File: src/blit_param_pkg.sv
// Purpose: Shared constants and carriers for the 2D parameter register set
// Assumes: Byte addresses within the engine register window, 32-bit words
// Notes:   Three drawing sets, each with its own copy of the parameters
package blit_param_pkg;

  // Register byte offsets
  localparam logic [15:0] OFS_BLIT_PITCH      = 16'ha4e4;
  localparam logic [15:0] OFS_BLIT_PAT_LOW    = 16'ha4e8;
  localparam logic [15:0] OFS_BLIT_PAT_HIGH   = 16'ha4ec;
  localparam logic [15:0] OFS_BLIT_PAT_BACK   = 16'ha4f0;
  localparam logic [15:0] OFS_BLIT_PAT_FORE   = 16'ha4f4;
  localparam logic [15:0] OFS_BLIT_SRC_FORE   = 16'ha4fc;
  localparam logic [15:0] OFS_BLIT_COMMAND    = 16'ha500;
  localparam logic [15:0] OFS_BLIT_TARGET_POS = 16'ha50c;
  localparam logic [15:0] OFS_LINE_PITCH      = 16'ha8e4;
  localparam logic [15:0] OFS_LINE_PAT_FORE   = 16'ha8f4;
  localparam logic [15:0] OFS_LINE_COMMAND    = 16'ha900;
  localparam logic [15:0] OFS_LINE_COUNT      = 16'ha97c;
  localparam logic [15:0] OFS_POLY_PITCH      = 16'hace4;
  localparam logic [15:0] OFS_POLY_PAT_LOW    = 16'hace8;
  localparam logic [15:0] OFS_POLY_PAT_HIGH   = 16'hacec;
  localparam logic [15:0] OFS_POLY_PAT_BACK   = 16'hacf0;
  localparam logic [15:0] OFS_POLY_PAT_FORE   = 16'hacf4;
  localparam logic [15:0] OFS_POLY_COMMAND    = 16'had00;
  localparam logic [15:0] OFS_POLY_COUNT      = 16'had7c;

  // Writable masks (reserved bits and aligned stride low bits zero)
  localparam logic [31:0] MASK_PITCH   = 32'h0ff8_0ff8;
  localparam logic [31:0] MASK_COLOR   = 32'h00ff_ffff;
  localparam logic [31:0] MASK_COMMAND = 32'hffff_3fff;
  localparam logic [31:0] RESET_VALUE  = 32'h0000_0000;

  // Command field positions
  localparam int CMD_AUTO_BIT   = 0;
  localparam int CMD_CLIP_BIT   = 1;
  localparam int CMD_DEPTH_LO   = 2;
  localparam int CMD_MONO_SRC   = 6;
  localparam int CMD_MONO_PAT   = 8;
  localparam int CMD_TRANSP     = 9;
  localparam int CMD_OPCODE_LO  = 27;

  // Target color depth codes
  localparam logic [2:0] DEPTH_8  = 3'h0;
  localparam logic [2:0] DEPTH_16 = 3'h1;
  localparam logic [2:0] DEPTH_24 = 3'h2;

  // Drawing opcodes
  localparam logic [3:0] OP_BLIT   = 4'h0;
  localparam logic [3:0] OP_RECT   = 4'h2;
  localparam logic [3:0] OP_LINE   = 4'h3;
  localparam logic [3:0] OP_POLY   = 4'h5;
  localparam logic [3:0] OP_NOOP   = 4'hf;

  // Drawing set selector
  typedef enum logic [1:0] {SET_BLIT, SET_LINE, SET_POLY, SET_NONE} draw_set_t;

  // One drawing set's parameters
  typedef struct packed {
    logic [31:0] pitch;
    logic [31:0] pat_low;
    logic [31:0] pat_high;
    logic [31:0] pat_back;
    logic [31:0] pat_fore;
    logic [31:0] src_fore;
    logic [31:0] command;
  } param_set_t;

  // Launch event to the engine
  typedef struct packed {
    logic        valid;
    logic [1:0]  set;
    logic [31:0] command;
  } launch_t;

  // Per-pixel query from the pixel pipeline
  typedef struct packed {
    logic [1:0]  set;
    logic [2:0]  row;
    logic [2:0]  col;
    logic [23:0] pixel;
    logic        image_bit;
  } pixel_query_t;

  // Per-pixel answer
  typedef struct packed {
    logic [23:0] pattern_color;
    logic [23:0] source_color;
    logic        write_enable;
  } pixel_answer_t;

endpackage : blit_param_pkg

File: src/blit_param_registers_2d.sv
// Purpose: Parameter and command registers of the 2D drawing engine
// Assumes: Plain strobe register port, read data one cycle after strobe
// Notes:   Also resolves pattern and source colors for the pixel pipeline
//
// Chosen here: the plain strobed port.
`timescale 1ns/1ns

module blit_param_registers_2d
  import blit_param_pkg::*;
(
  // Clock and reset
  input  wire logic          i_core_clk,
  input  wire logic          i_sys_rst,
  // Register port
  input  wire logic [15:0]   i_reg_addr,
  input  wire logic [31:0]   i_reg_wdata,
  input  wire logic          i_reg_write,
  input  wire logic          i_reg_read,
  output logic      [31:0]   o_reg_rdata,
  // Launch to the drawing engine
  output launch_t            o_launch,
  output logic               o_clip_enable,
  // Pixel pipeline query and answer
  input  wire pixel_query_t  i_pixel_query,
  output pixel_answer_t      o_pixel_answer
);

  // Whole module state
  typedef struct packed {
    param_set_t    [2:0] sets;
    logic          [31:0] rdata;
    launch_t       launch;
    logic                 clip;
    pixel_answer_t answer;
  } state_t;

  state_t state_q;        // Registered state
  state_t state_d;        // Next state

  // Color limited to the defined bytes for a depth
  function automatic logic [23:0] depth_color(input logic [31:0] c, input logic [2:0] d);
    unique case (d)
      DEPTH_8:  depth_color = {16'h0000, c[7:0]};
      DEPTH_16: depth_color = {8'h00, c[15:0]};
      default:  depth_color = c[23:0];
    endcase
  endfunction

  // Register decode: which set and which slot, slot 7 is the launch trigger
  function automatic logic [4:0] decode(input logic [15:0] a);
    unique case (a)
      OFS_BLIT_PITCH:      decode = {2'h0, 3'h0};
      OFS_BLIT_PAT_LOW:    decode = {2'h0, 3'h1};
      OFS_BLIT_PAT_HIGH:   decode = {2'h0, 3'h2};
      OFS_BLIT_PAT_BACK:   decode = {2'h0, 3'h3};
      OFS_BLIT_PAT_FORE:   decode = {2'h0, 3'h4};
      OFS_BLIT_SRC_FORE:   decode = {2'h0, 3'h5};
      OFS_BLIT_COMMAND:    decode = {2'h0, 3'h6};
      OFS_BLIT_TARGET_POS: decode = {2'h0, 3'h7};
      OFS_LINE_PITCH:      decode = {2'h1, 3'h0};
      OFS_LINE_PAT_FORE:   decode = {2'h1, 3'h4};
      OFS_LINE_COMMAND:    decode = {2'h1, 3'h6};
      OFS_LINE_COUNT:      decode = {2'h1, 3'h7};
      OFS_POLY_PITCH:      decode = {2'h2, 3'h0};
      OFS_POLY_PAT_LOW:    decode = {2'h2, 3'h1};
      OFS_POLY_PAT_HIGH:   decode = {2'h2, 3'h2};
      OFS_POLY_PAT_BACK:   decode = {2'h2, 3'h3};
      OFS_POLY_PAT_FORE:   decode = {2'h2, 3'h4};
      OFS_POLY_COMMAND:    decode = {2'h2, 3'h6};
      OFS_POLY_COUNT:      decode = {2'h2, 3'h7};
      default:             decode = {2'h3, 3'h0};
    endcase
  endfunction

  // Slot write mask so reserved bits stay zero
  function automatic logic [31:0] slot_mask(input logic [2:0] s);
    unique case (s)
      3'h0:      slot_mask = MASK_PITCH;
      3'h1, 3'h2: slot_mask = 32'hffff_ffff;
      3'h6:      slot_mask = MASK_COMMAND;
      3'h7:      slot_mask = 32'h0000_0000;
      default:   slot_mask = MASK_COLOR;
    endcase
  endfunction

  logic [4:0]  wr_dec;     // Decoded write address
  logic [4:0]  rd_dec;     // Decoded read address
  param_set_t  qs;         // Set addressed by the pixel query
  logic [63:0] pattern;    // Full 8x8 mono pattern
  logic        pat_bit;    // Current pattern bit
  logic [2:0]  depth;      // Target color depth of the queried set
  logic [3:0]  opcode;     // Opcode of the queried set
  logic [23:0] pixel_cut;  // Incoming pixel at target depth
  logic [23:0] key_cut;    // Transparency key at target depth

  // Next-state logic: register writes, reads, launches and pixel answers
  always_comb begin
    state_d = state_q;
    wr_dec  = decode(i_reg_addr);
    rd_dec  = wr_dec;
    state_d.launch.valid = 1'b0;
    state_d.rdata = 32'h0000_0000;
    // Register write into the addressed set, separate copies per set
    if (i_reg_write && wr_dec[4:3] != 2'h3) begin
      unique case (wr_dec[2:0])
        3'h0: state_d.sets[wr_dec[4:3]].pitch    = i_reg_wdata & slot_mask(3'h0);
        3'h1: state_d.sets[wr_dec[4:3]].pat_low  = i_reg_wdata;
        3'h2: state_d.sets[wr_dec[4:3]].pat_high = i_reg_wdata;
        3'h3: state_d.sets[wr_dec[4:3]].pat_back = i_reg_wdata & slot_mask(3'h3);
        3'h4: state_d.sets[wr_dec[4:3]].pat_fore = i_reg_wdata & slot_mask(3'h4);
        3'h5: state_d.sets[wr_dec[4:3]].src_fore = i_reg_wdata & slot_mask(3'h5);
        3'h6: state_d.sets[wr_dec[4:3]].command  = i_reg_wdata & slot_mask(3'h6);
        3'h7: state_d.sets[wr_dec[4:3]].command  = state_q.sets[wr_dec[4:3]].command;
      endcase
      // Immediate launch unless the auto bit is set or the command is a no-op
      if (wr_dec[2:0] == 3'h6 && !i_reg_wdata[CMD_AUTO_BIT]
          && i_reg_wdata[CMD_OPCODE_LO +: 4] != OP_NOOP) begin
        state_d.launch.valid   = 1'b1;
        state_d.launch.set     = wr_dec[4:3];
        state_d.launch.command = i_reg_wdata & MASK_COMMAND;
      end
      // Trigger register relaunches the stored command
      if (wr_dec[2:0] == 3'h7
          && state_q.sets[wr_dec[4:3]].command[CMD_AUTO_BIT]) begin
        state_d.launch.valid   = 1'b1;
        state_d.launch.set     = wr_dec[4:3];
        state_d.launch.command = state_q.sets[wr_dec[4:3]].command;
      end
    end
    // Register read, unmapped and trigger words read zero
    if (i_reg_read && rd_dec[4:3] != 2'h3) begin
      unique case (rd_dec[2:0])
        3'h0: state_d.rdata = state_q.sets[rd_dec[4:3]].pitch;
        3'h1: state_d.rdata = state_q.sets[rd_dec[4:3]].pat_low;
        3'h2: state_d.rdata = state_q.sets[rd_dec[4:3]].pat_high;
        3'h3: state_d.rdata = state_q.sets[rd_dec[4:3]].pat_back;
        3'h4: state_d.rdata = state_q.sets[rd_dec[4:3]].pat_fore;
        3'h5: state_d.rdata = state_q.sets[rd_dec[4:3]].src_fore;
        3'h6: state_d.rdata = state_q.sets[rd_dec[4:3]].command;
        3'h7: state_d.rdata = 32'h0000_0000;
      endcase
    end
    // Clip enable follows the last launched command
    if (state_d.launch.valid) begin
      state_d.clip = state_d.launch.command[CMD_CLIP_BIT];
    end
    // Pixel answer for the queried set
    qs = (i_pixel_query.set == 2'h3) ? state_q.sets[0] : state_q.sets[i_pixel_query.set];
    pattern = {qs.pat_high, qs.pat_low};
    // Line n in byte n, left pixel in the byte MSB
    pat_bit = pattern[{i_pixel_query.row, 3'h7 - i_pixel_query.col}];
    depth  = qs.command[CMD_DEPTH_LO +: 3];
    opcode = qs.command[CMD_OPCODE_LO +: 4];
    // Pattern color: fills and lines always use the foreground
    if (opcode == OP_RECT || opcode == OP_LINE || opcode == OP_POLY
        || (qs.command[CMD_MONO_PAT] && pat_bit)) begin
      state_d.answer.pattern_color = depth_color(qs.pat_fore, depth);
    end else if (qs.command[CMD_MONO_PAT]) begin
      state_d.answer.pattern_color = depth_color(qs.pat_back, depth);
    end else begin
      state_d.answer.pattern_color = 24'h000000;             // Color pattern lives elsewhere
    end
    pixel_cut = depth_color({8'h00, i_pixel_query.pixel}, depth);
    key_cut   = depth_color(qs.src_fore, depth);
    if (qs.command[CMD_MONO_SRC]) begin
      // Mono source uses the full 24-bit source color
      state_d.answer.source_color = qs.src_fore[23:0];
      state_d.answer.write_enable = i_pixel_query.image_bit
                                    || !qs.command[CMD_TRANSP];
    end else begin
      state_d.answer.source_color = i_pixel_query.pixel;
      // Key compare at every depth code except DEPTH_24; codes 3 to 7 compare the full 24-bit key
      state_d.answer.write_enable = !(qs.command[CMD_TRANSP] && depth != DEPTH_24
                                      && pixel_cut == key_cut);
    end
  end

  // State register; power-on contents are undefined, cleared here for determinism
  always_ff @(posedge i_core_clk or posedge i_sys_rst) begin
    if (i_sys_rst) begin
      state_q <= '0;
    end else begin
      state_q <= state_d;
    end
  end

  // Outputs straight from flops
  assign o_reg_rdata    = state_q.rdata;
  assign o_launch       = state_q.launch;
  assign o_clip_enable  = state_q.clip;
  assign o_pixel_answer = state_q.answer;

  // Immediate launch one cycle after a command write with auto off
  property p_immediate_launch;
    @(posedge i_core_clk) disable iff (i_sys_rst)
      (i_reg_write && i_reg_addr == OFS_BLIT_COMMAND && !i_reg_wdata[0]
       && i_reg_wdata[30:27] != 4'hf) |=> (o_launch.valid && o_launch.set == 2'h0);
  endproperty
  a_immediate_launch: assert property (p_immediate_launch)
    else $error("command write did not launch");

  // No-op command write never launches
  property p_noop_silent;
    @(posedge i_core_clk) disable iff (i_sys_rst)
      (i_reg_write && i_reg_addr == OFS_LINE_COMMAND && i_reg_wdata[30:27] == 4'hf)
      |=> !o_launch.valid;
  endproperty
  a_noop_silent: assert property (p_noop_silent)
    else $error("no-op command launched");

  // Trigger write relaunches stored command
  property p_trigger_launch;
    @(posedge i_core_clk) disable iff (i_sys_rst)
      (i_reg_write && i_reg_addr == OFS_BLIT_TARGET_POS && state_q.sets[0].command[0])
      |=> (o_launch.valid && o_launch.command == $past(state_q.sets[0].command));
  endproperty
  a_trigger_launch: assert property (p_trigger_launch)
    else $error("trigger write did not relaunch");

  // Trigger write without auto mode does nothing
  property p_trigger_idle;
    @(posedge i_core_clk) disable iff (i_sys_rst)
      (i_reg_write && i_reg_addr == OFS_LINE_COUNT && !state_q.sets[1].command[0])
      |=> !o_launch.valid;
  endproperty
  a_trigger_idle: assert property (p_trigger_idle)
    else $error("launch without auto mode");

  // Command persists across trigger writes
  property p_command_persist;
    @(posedge i_core_clk) disable iff (i_sys_rst)
      (i_reg_write && i_reg_addr == OFS_POLY_COUNT)
      |=> $stable(state_q.sets[2].command);
  endproperty
  a_command_persist: assert property (p_command_persist)
    else $error("command lost on trigger");

  // Pitch alignment and reserved bits read zero
  property p_pitch_zero;
    @(posedge i_core_clk) disable iff (i_sys_rst)
      i_reg_read && i_reg_addr == OFS_BLIT_PITCH |=> (o_reg_rdata & ~MASK_PITCH) == 32'h0;
  endproperty
  a_pitch_zero: assert property (p_pitch_zero)
    else $error("pitch reserved bits set");

  // Write then read of the polygon foreground returns masked data
  property p_write_read;
    logic [31:0] v;
    @(posedge i_core_clk) disable iff (i_sys_rst)
      (i_reg_write && i_reg_addr == OFS_POLY_PAT_FORE, v = i_reg_wdata)
      ##1 (i_reg_read && i_reg_addr == OFS_POLY_PAT_FORE)
      |=> o_reg_rdata == (v & MASK_COLOR);
  endproperty
  a_write_read: assert property (p_write_read)
    else $error("color readback mismatch");

  // Unmapped reads answer zero
  property p_unmapped_zero;
    @(posedge i_core_clk) disable iff (i_sys_rst)
      (i_reg_read && decode(i_reg_addr) == 5'h18) |=> o_reg_rdata == 32'h0;
  endproperty
  a_unmapped_zero: assert property (p_unmapped_zero)
    else $error("unmapped read not zero");

  // Line draws take the foreground color
  property p_line_fore;
    @(posedge i_core_clk) disable iff (i_sys_rst)
      (i_pixel_query.set == 2'h1 && state_q.sets[1].command[30:27] == 4'h3
       && state_q.sets[1].command[4:2] == 3'h2)
      |=> o_pixel_answer.pattern_color == $past(state_q.sets[1].pat_fore[23:0]);
  endproperty
  a_line_fore: assert property (p_line_fore)
    else $error("line pattern color wrong");

endmodule // blit_param_registers_2d

File: config.mk
export PLATFORM = sky130hd
export DESIGN_NAME = blit_param_registers_2d
export DESIGN_NICKNAME = d
export VERILOG_FILES = /design/src/blit_param_pkg.sv /design/src/blit_param_registers_2d.sv
export SDC_FILE = /design/constraint.sdc
export NUM_CORES = 2
export LEC_CHECK = 0
export BUFFER_PORTS_ARGS = -buffer_cell sky130_fd_sc_hd__buf_2
export CORE_UTILIZATION = 23
export CTS_CLUSTER_SIZE = 16
export DETAILED_ROUTE_END_ITERATION = 12
export HOLD_SLACK_MARGIN = 0.06
export PLACE_DENSITY = 0.47
export REMOVE_ABC_BUFFERS = 1
export SLEW_MARGIN = 25
export SYNTH_ARGS = -nofsm -noshare
export SYNTH_HDL_FRONTEND = slang
export SYNTH_SLANG_ARGS = --single-unit
File: constraint.sdc
create_clock -name i_core_clk -period 74.1 [get_ports i_core_clk]
set_input_delay 14.82 -clock i_core_clk [delete_from_list [all_inputs] [get_ports i_core_clk]]
set_output_delay 14.82 -clock i_core_clk [all_outputs]
set_load 0.005 [all_outputs]
# [Word-level counts from Yosys, hierarchy flattened]
# Index checks and enable logic that the tools add are counted.
[classes] reduce_logical=20 eq_ne=35 n_addsub=1 n_lt_le_gt_ge=4 muxes=43
[op_table] cell="$bwmux W672" n=8
[op_table] cell="$pmux W672 S8" n=1
[op_table] cell="$demux W224 S2" n=7
[op_table] cell="$bmux W224 S2" n=2
[op_table] cell="$mux W192" n=3
[op_table] cell="$mux W224" n=2
[op_table] cell="$eq A16 B16 Y1 const B" n=19
[op_table] cell="$pmux W32 S8" n=1
[op_table] cell="$pmux W24 S2" n=4
[op_table] cell="$mux W160" n=1
[op_table] cell="$mux W128" n=1
[op_table] cell="$mux W35" n=3
[op_table] cell="$mux W96" n=1
[op_table] cell="$pmux W5 S19" n=1
[op_table] cell="$mux W32" n=2
[op_table] cell="$mux W64" n=1
[op_table] cell="$mux W24" n=2
[op_table] cell="$mux W25" n=1
[op_table] cell="$eq A24 B24 Y1" n=1
[op_table] cell="$eq A3 B3 Y1 const B" n=4
[op_table] cell="$logic_and A1 B1 Y1" n=9
[op_table] cell="$eq A4 B2 Y1 const B" n=2
[op_table] cell="$lt A6 B7 Y1 const B" n=1
[op_table] cell="$bmux W1 S6" n=1
[op_table] cell="16 further kinds" n=25
[totals] out_inout_bits=117 inputBits=85 ff_bits=789

# [Logic depth before layout (Yosys ltp)]
[logic_depth] depth_word=9 depth_mapped=15

# [Worst setup path after synthesis]
# Ideal clock, no wire load.
[synth_path] path_kind="input port to flip-flop" from="in i_reg_addr[8]" to="reg (tool-made name)" arrival_time_ns=17.295 path_stages=10 required_ns=73.975 setup_slack_ns=56.680 n_path_buf=3 cell_sequence="buf_2 > or4b_4 > nor4_4 > and4_1 > or3_1 > o21ai_1 > clkbuf_1 > nor3_2 > buf_2 > mux2_2"
[synth_lines] item="start: declaration" line="blit_param_registers_2d.sv:15" rtl="input wire logic [15:0] i_reg_addr,"

==> flow_summary.ini <==
[floorplan]
die_w_um = 401
io_pins = 202
coreArea_sq_um = 157000
rows = 145
start_util_pct = 23.3
die_area_sq_um = 160000
die_h_um = 401

[cells_and_area]
multi_input_area_sq_um = 14900
final_util_pct = 26.5
fill_cells = 16400
final_nets = 3440
regArea_sq_um = 19300
layout.cells.non_filler = 5494
drive_above_1_share_pct = 24.3
area_delta_synth_final_pct = 14.0

[drt]
top_layer_used = met5
ant_nets = 0
viasPerCell = 5.17
vias = 28400
avgRoutedWirePerCell_um = 27.9
drt_iter0_drc = 2878
drc_errors = 0
wirelength_mm = 154
met3_length_mm = 10.5
wl_met1_mm = 67.3
dr.pass1.iters = 6
wl_met2_mm = 70.5

[flow_run]
cap_violations = 0

[pwr]
irDropWorstVdd_mv = 0.0170
p_seq_share_pct = 44.1
p_comb_share_pct = 6.0
power.switching_mw = 0.243
p_per_area_nw_per_um2 = 23.1
p_int_mw = 0.718
power_leakage_nw = 19.1
totalPowerFinal_mw = 0.961
power.share.clock_pct = 49.8
sw_frac_of_total_pct = 25.3

[logic_synthesis]
synthFlopType = dfrtp_1
synth.area.mux_share_pct = 12.1
synthAdderAreaFrac_pct = 0
synth.avg_cell_area_sq_um = 10.4
async_flop_share_pct = 100
synth_top_family_by_area = compound AO/OA/AOI/OAI gates
synthXorXnorAreaFrac_pct = 0.623
synth-seq-area-share_pct = 52.7
synth_common_cells = dfrtp_1, nand2_1, mux2_2
synth_area_sq_um = 36500
synth_top_cell_area_share_pct = 52.7
synthDistinctLibCells = 81
ys_top_cells_by_area = dfrtp_1, mux2_2, o21ai_0
syn_inst = 3525
ys_ff_latch = 770
synth_compound_area_share_pct = 16.8
synth_largest_area_cell = dfrtp_1
yosysWarnings = 0
yosys.area_share.simple_pct = 10.4
synth_edf_count = 0
synth.most_common_cell = dfrtp_1

[placed_design]
dp_hpwl_mm = 93.3
globalplace.congestion = 0.847
dp.cells = 5316
io_buffers = 201

[setup_path]
path_max_fanout = 54
worstPathArrival_ns = 19.87
reg2reg_to = o_pixel_answer[27]
path_class = in2reg
end_kind = register
reg2reg_slack_ns = 70.66
setup.worst_path.end = o_pixel_answer[27]
startpoint = i_pixel_query[31]
critPathLaunchType = primary input
cp.required_ns = 74.70
rr_worst_depth = 8

[clock_tree]
clockRootBuffer = clkbuf_16
clk_transition_reported_paths_ns = 0.06
cts_hold_buf = 0
cts_num_sinks = 770
clk_latency_ns = 0.72
clk_path_buf_depth = 3
post_cts.repair.setup_buffers = 0
cts_tree = done
cts_resized = 0
cts_made_buffers = 93
cts_htree_levels = 3

[sta]
grt_setup_unrepaired = no
finalMaxSlewViolations = 0
holdWs_ns = 0.370
max_freq_mhz = 51.9
fin_crit_ns = 19.27
slew_headroom_pct = 20.9
period_share_pct = 26.0
finalSetupViolCount = 0
fin_tns_setup_ns = 0
fin_skew_ns = 0.0414
worst-slew-pin-transition_ns = 1.19
hold_viol_final = 0

[global_routing]
grt_remaining_overflow = 0
grtUsageTotal_pct = 18.6
antenna_found_initial = 17
grt_pass1_wl_mm = 218
grt_max_degree = 133
grt_pass1_vias = 27800

[worst_hold_path]
hp-class = reg2reg

[run_status]
outcome = finished, final reports clean
-- per-layer routing --
layer  vias up  track usage [%]
li1      12100                -
met5         -                0
met4        24             6.69
met3       275             3.47
met1     14800             25.5
met2      1241             29.3
-- cell type report --
cell class	count	share of cell area, %
Antenna cell	4	0.0240
Clock buffer	141	6.72
Clock inverter	31	0.922
Inverter	16	0.162
Multi-Input combinational cell	2197	35.7
Sequential cell	770	46.3
Tap cell	2058	6.18
Timing Repair Buffer	277	4.02
-- power groups by stage --
stage	sequential, mW	combinational [mW]	clock, mW
floorplan	0.433	0.0278	0
global placement	0.432	0.0575	0
detailed placement	0.432	0.0576	0
CTS	0.424	0.0578	0.489
global route	0.424	0.0623	0.505
finish	0.424	0.0578	0.479
-- worst min-delay path by stage --
stage | start | endpoint | slack (ns) | depth (start not counted)
after floorplan | register | register | 0.35 | 0
after global placement | register | register | 0.36 | 0
after detailed placement | register | register | 0.36 | 0
after CTS | register | register | 0.37 | 0
after global routing | register | register | 0.38 | 0
final | register | register | 0.37 | 0
-- kinds of logic (layout without fill, tap and decap cells) --
| kind of cell | Yosys count | in the layout |
|---|---|---|
| AO/OA/AOI/OAI | 960 | 960 |
| AND/OR/NAND/NOR | 826 | 826 |
| flip-flops | 770 | 770 |
| buffers and inverters | 558 | 465 |
| multiplexers | 385 | 385 |
| XOR/XNOR | 26 | 26 |
| other | 0 | 4 |
-- worst max-delay path: stages --
cell	delay, ns
buf_2	0.30
nand2b_4	0.73
buf_4	0.49
buf_4	0.70
o221ai_1	0.31
a21oi_1	0.22
nor3_1	0.07
or3_1	0.35
a311oi_1	0.38
a211o_2	0.53
buf_4	0.48
mux2_2	0.39
-- placed cells by master, fill, tap and decap left out, drive strengths merged, types with 12 or more instances in the layout --
| master | Yosys | routed |
|---|---|---|
| a211oi | 24 | 24 |
| a21oi | 182 | 182 |
| a221oi | 62 | 62 |
| a22oi | 39 | 39 |
| a31oi | 26 | 26 |
| and2 | 47 | 47 |
| and3 | 14 | 14 |
| buf | 228 | 277 |
| clkbuf | 314 | 141 |
| clkinv | 0 | 17 |
| dfrtp | 770 | 770 |
| inv | 16 | 20 |
| mux2 | 356 | 356 |
| mux2i | 29 | 29 |
| nand2 | 346 | 346 |
| nand3 | 33 | 33 |
| nand4 | 13 | 13 |
| nor2 | 214 | 214 |
| nor2b | 64 | 64 |
| nor3 | 38 | 38 |
| nor4 | 13 | 13 |
| o211ai | 31 | 31 |
| o21ai | 310 | 310 |
| o221ai | 22 | 22 |
| o22a | 56 | 56 |
| o22ai | 101 | 101 |
| or3 | 12 | 12 |
| xor2 | 17 | 17 |
-- metrics by stage --
stage | worst slack (ns) | cell area, sq um
final | 54.83 | 41700
after global routing | 54.58 | 41600
after CTS | 54.97 | 41600
after detailed placement | 54.20 | 38400
after global placement | 54.26 | 38400
after floorplan | 37.67 | 33900
Note: power is estimated with default switching activity, not from simulation.
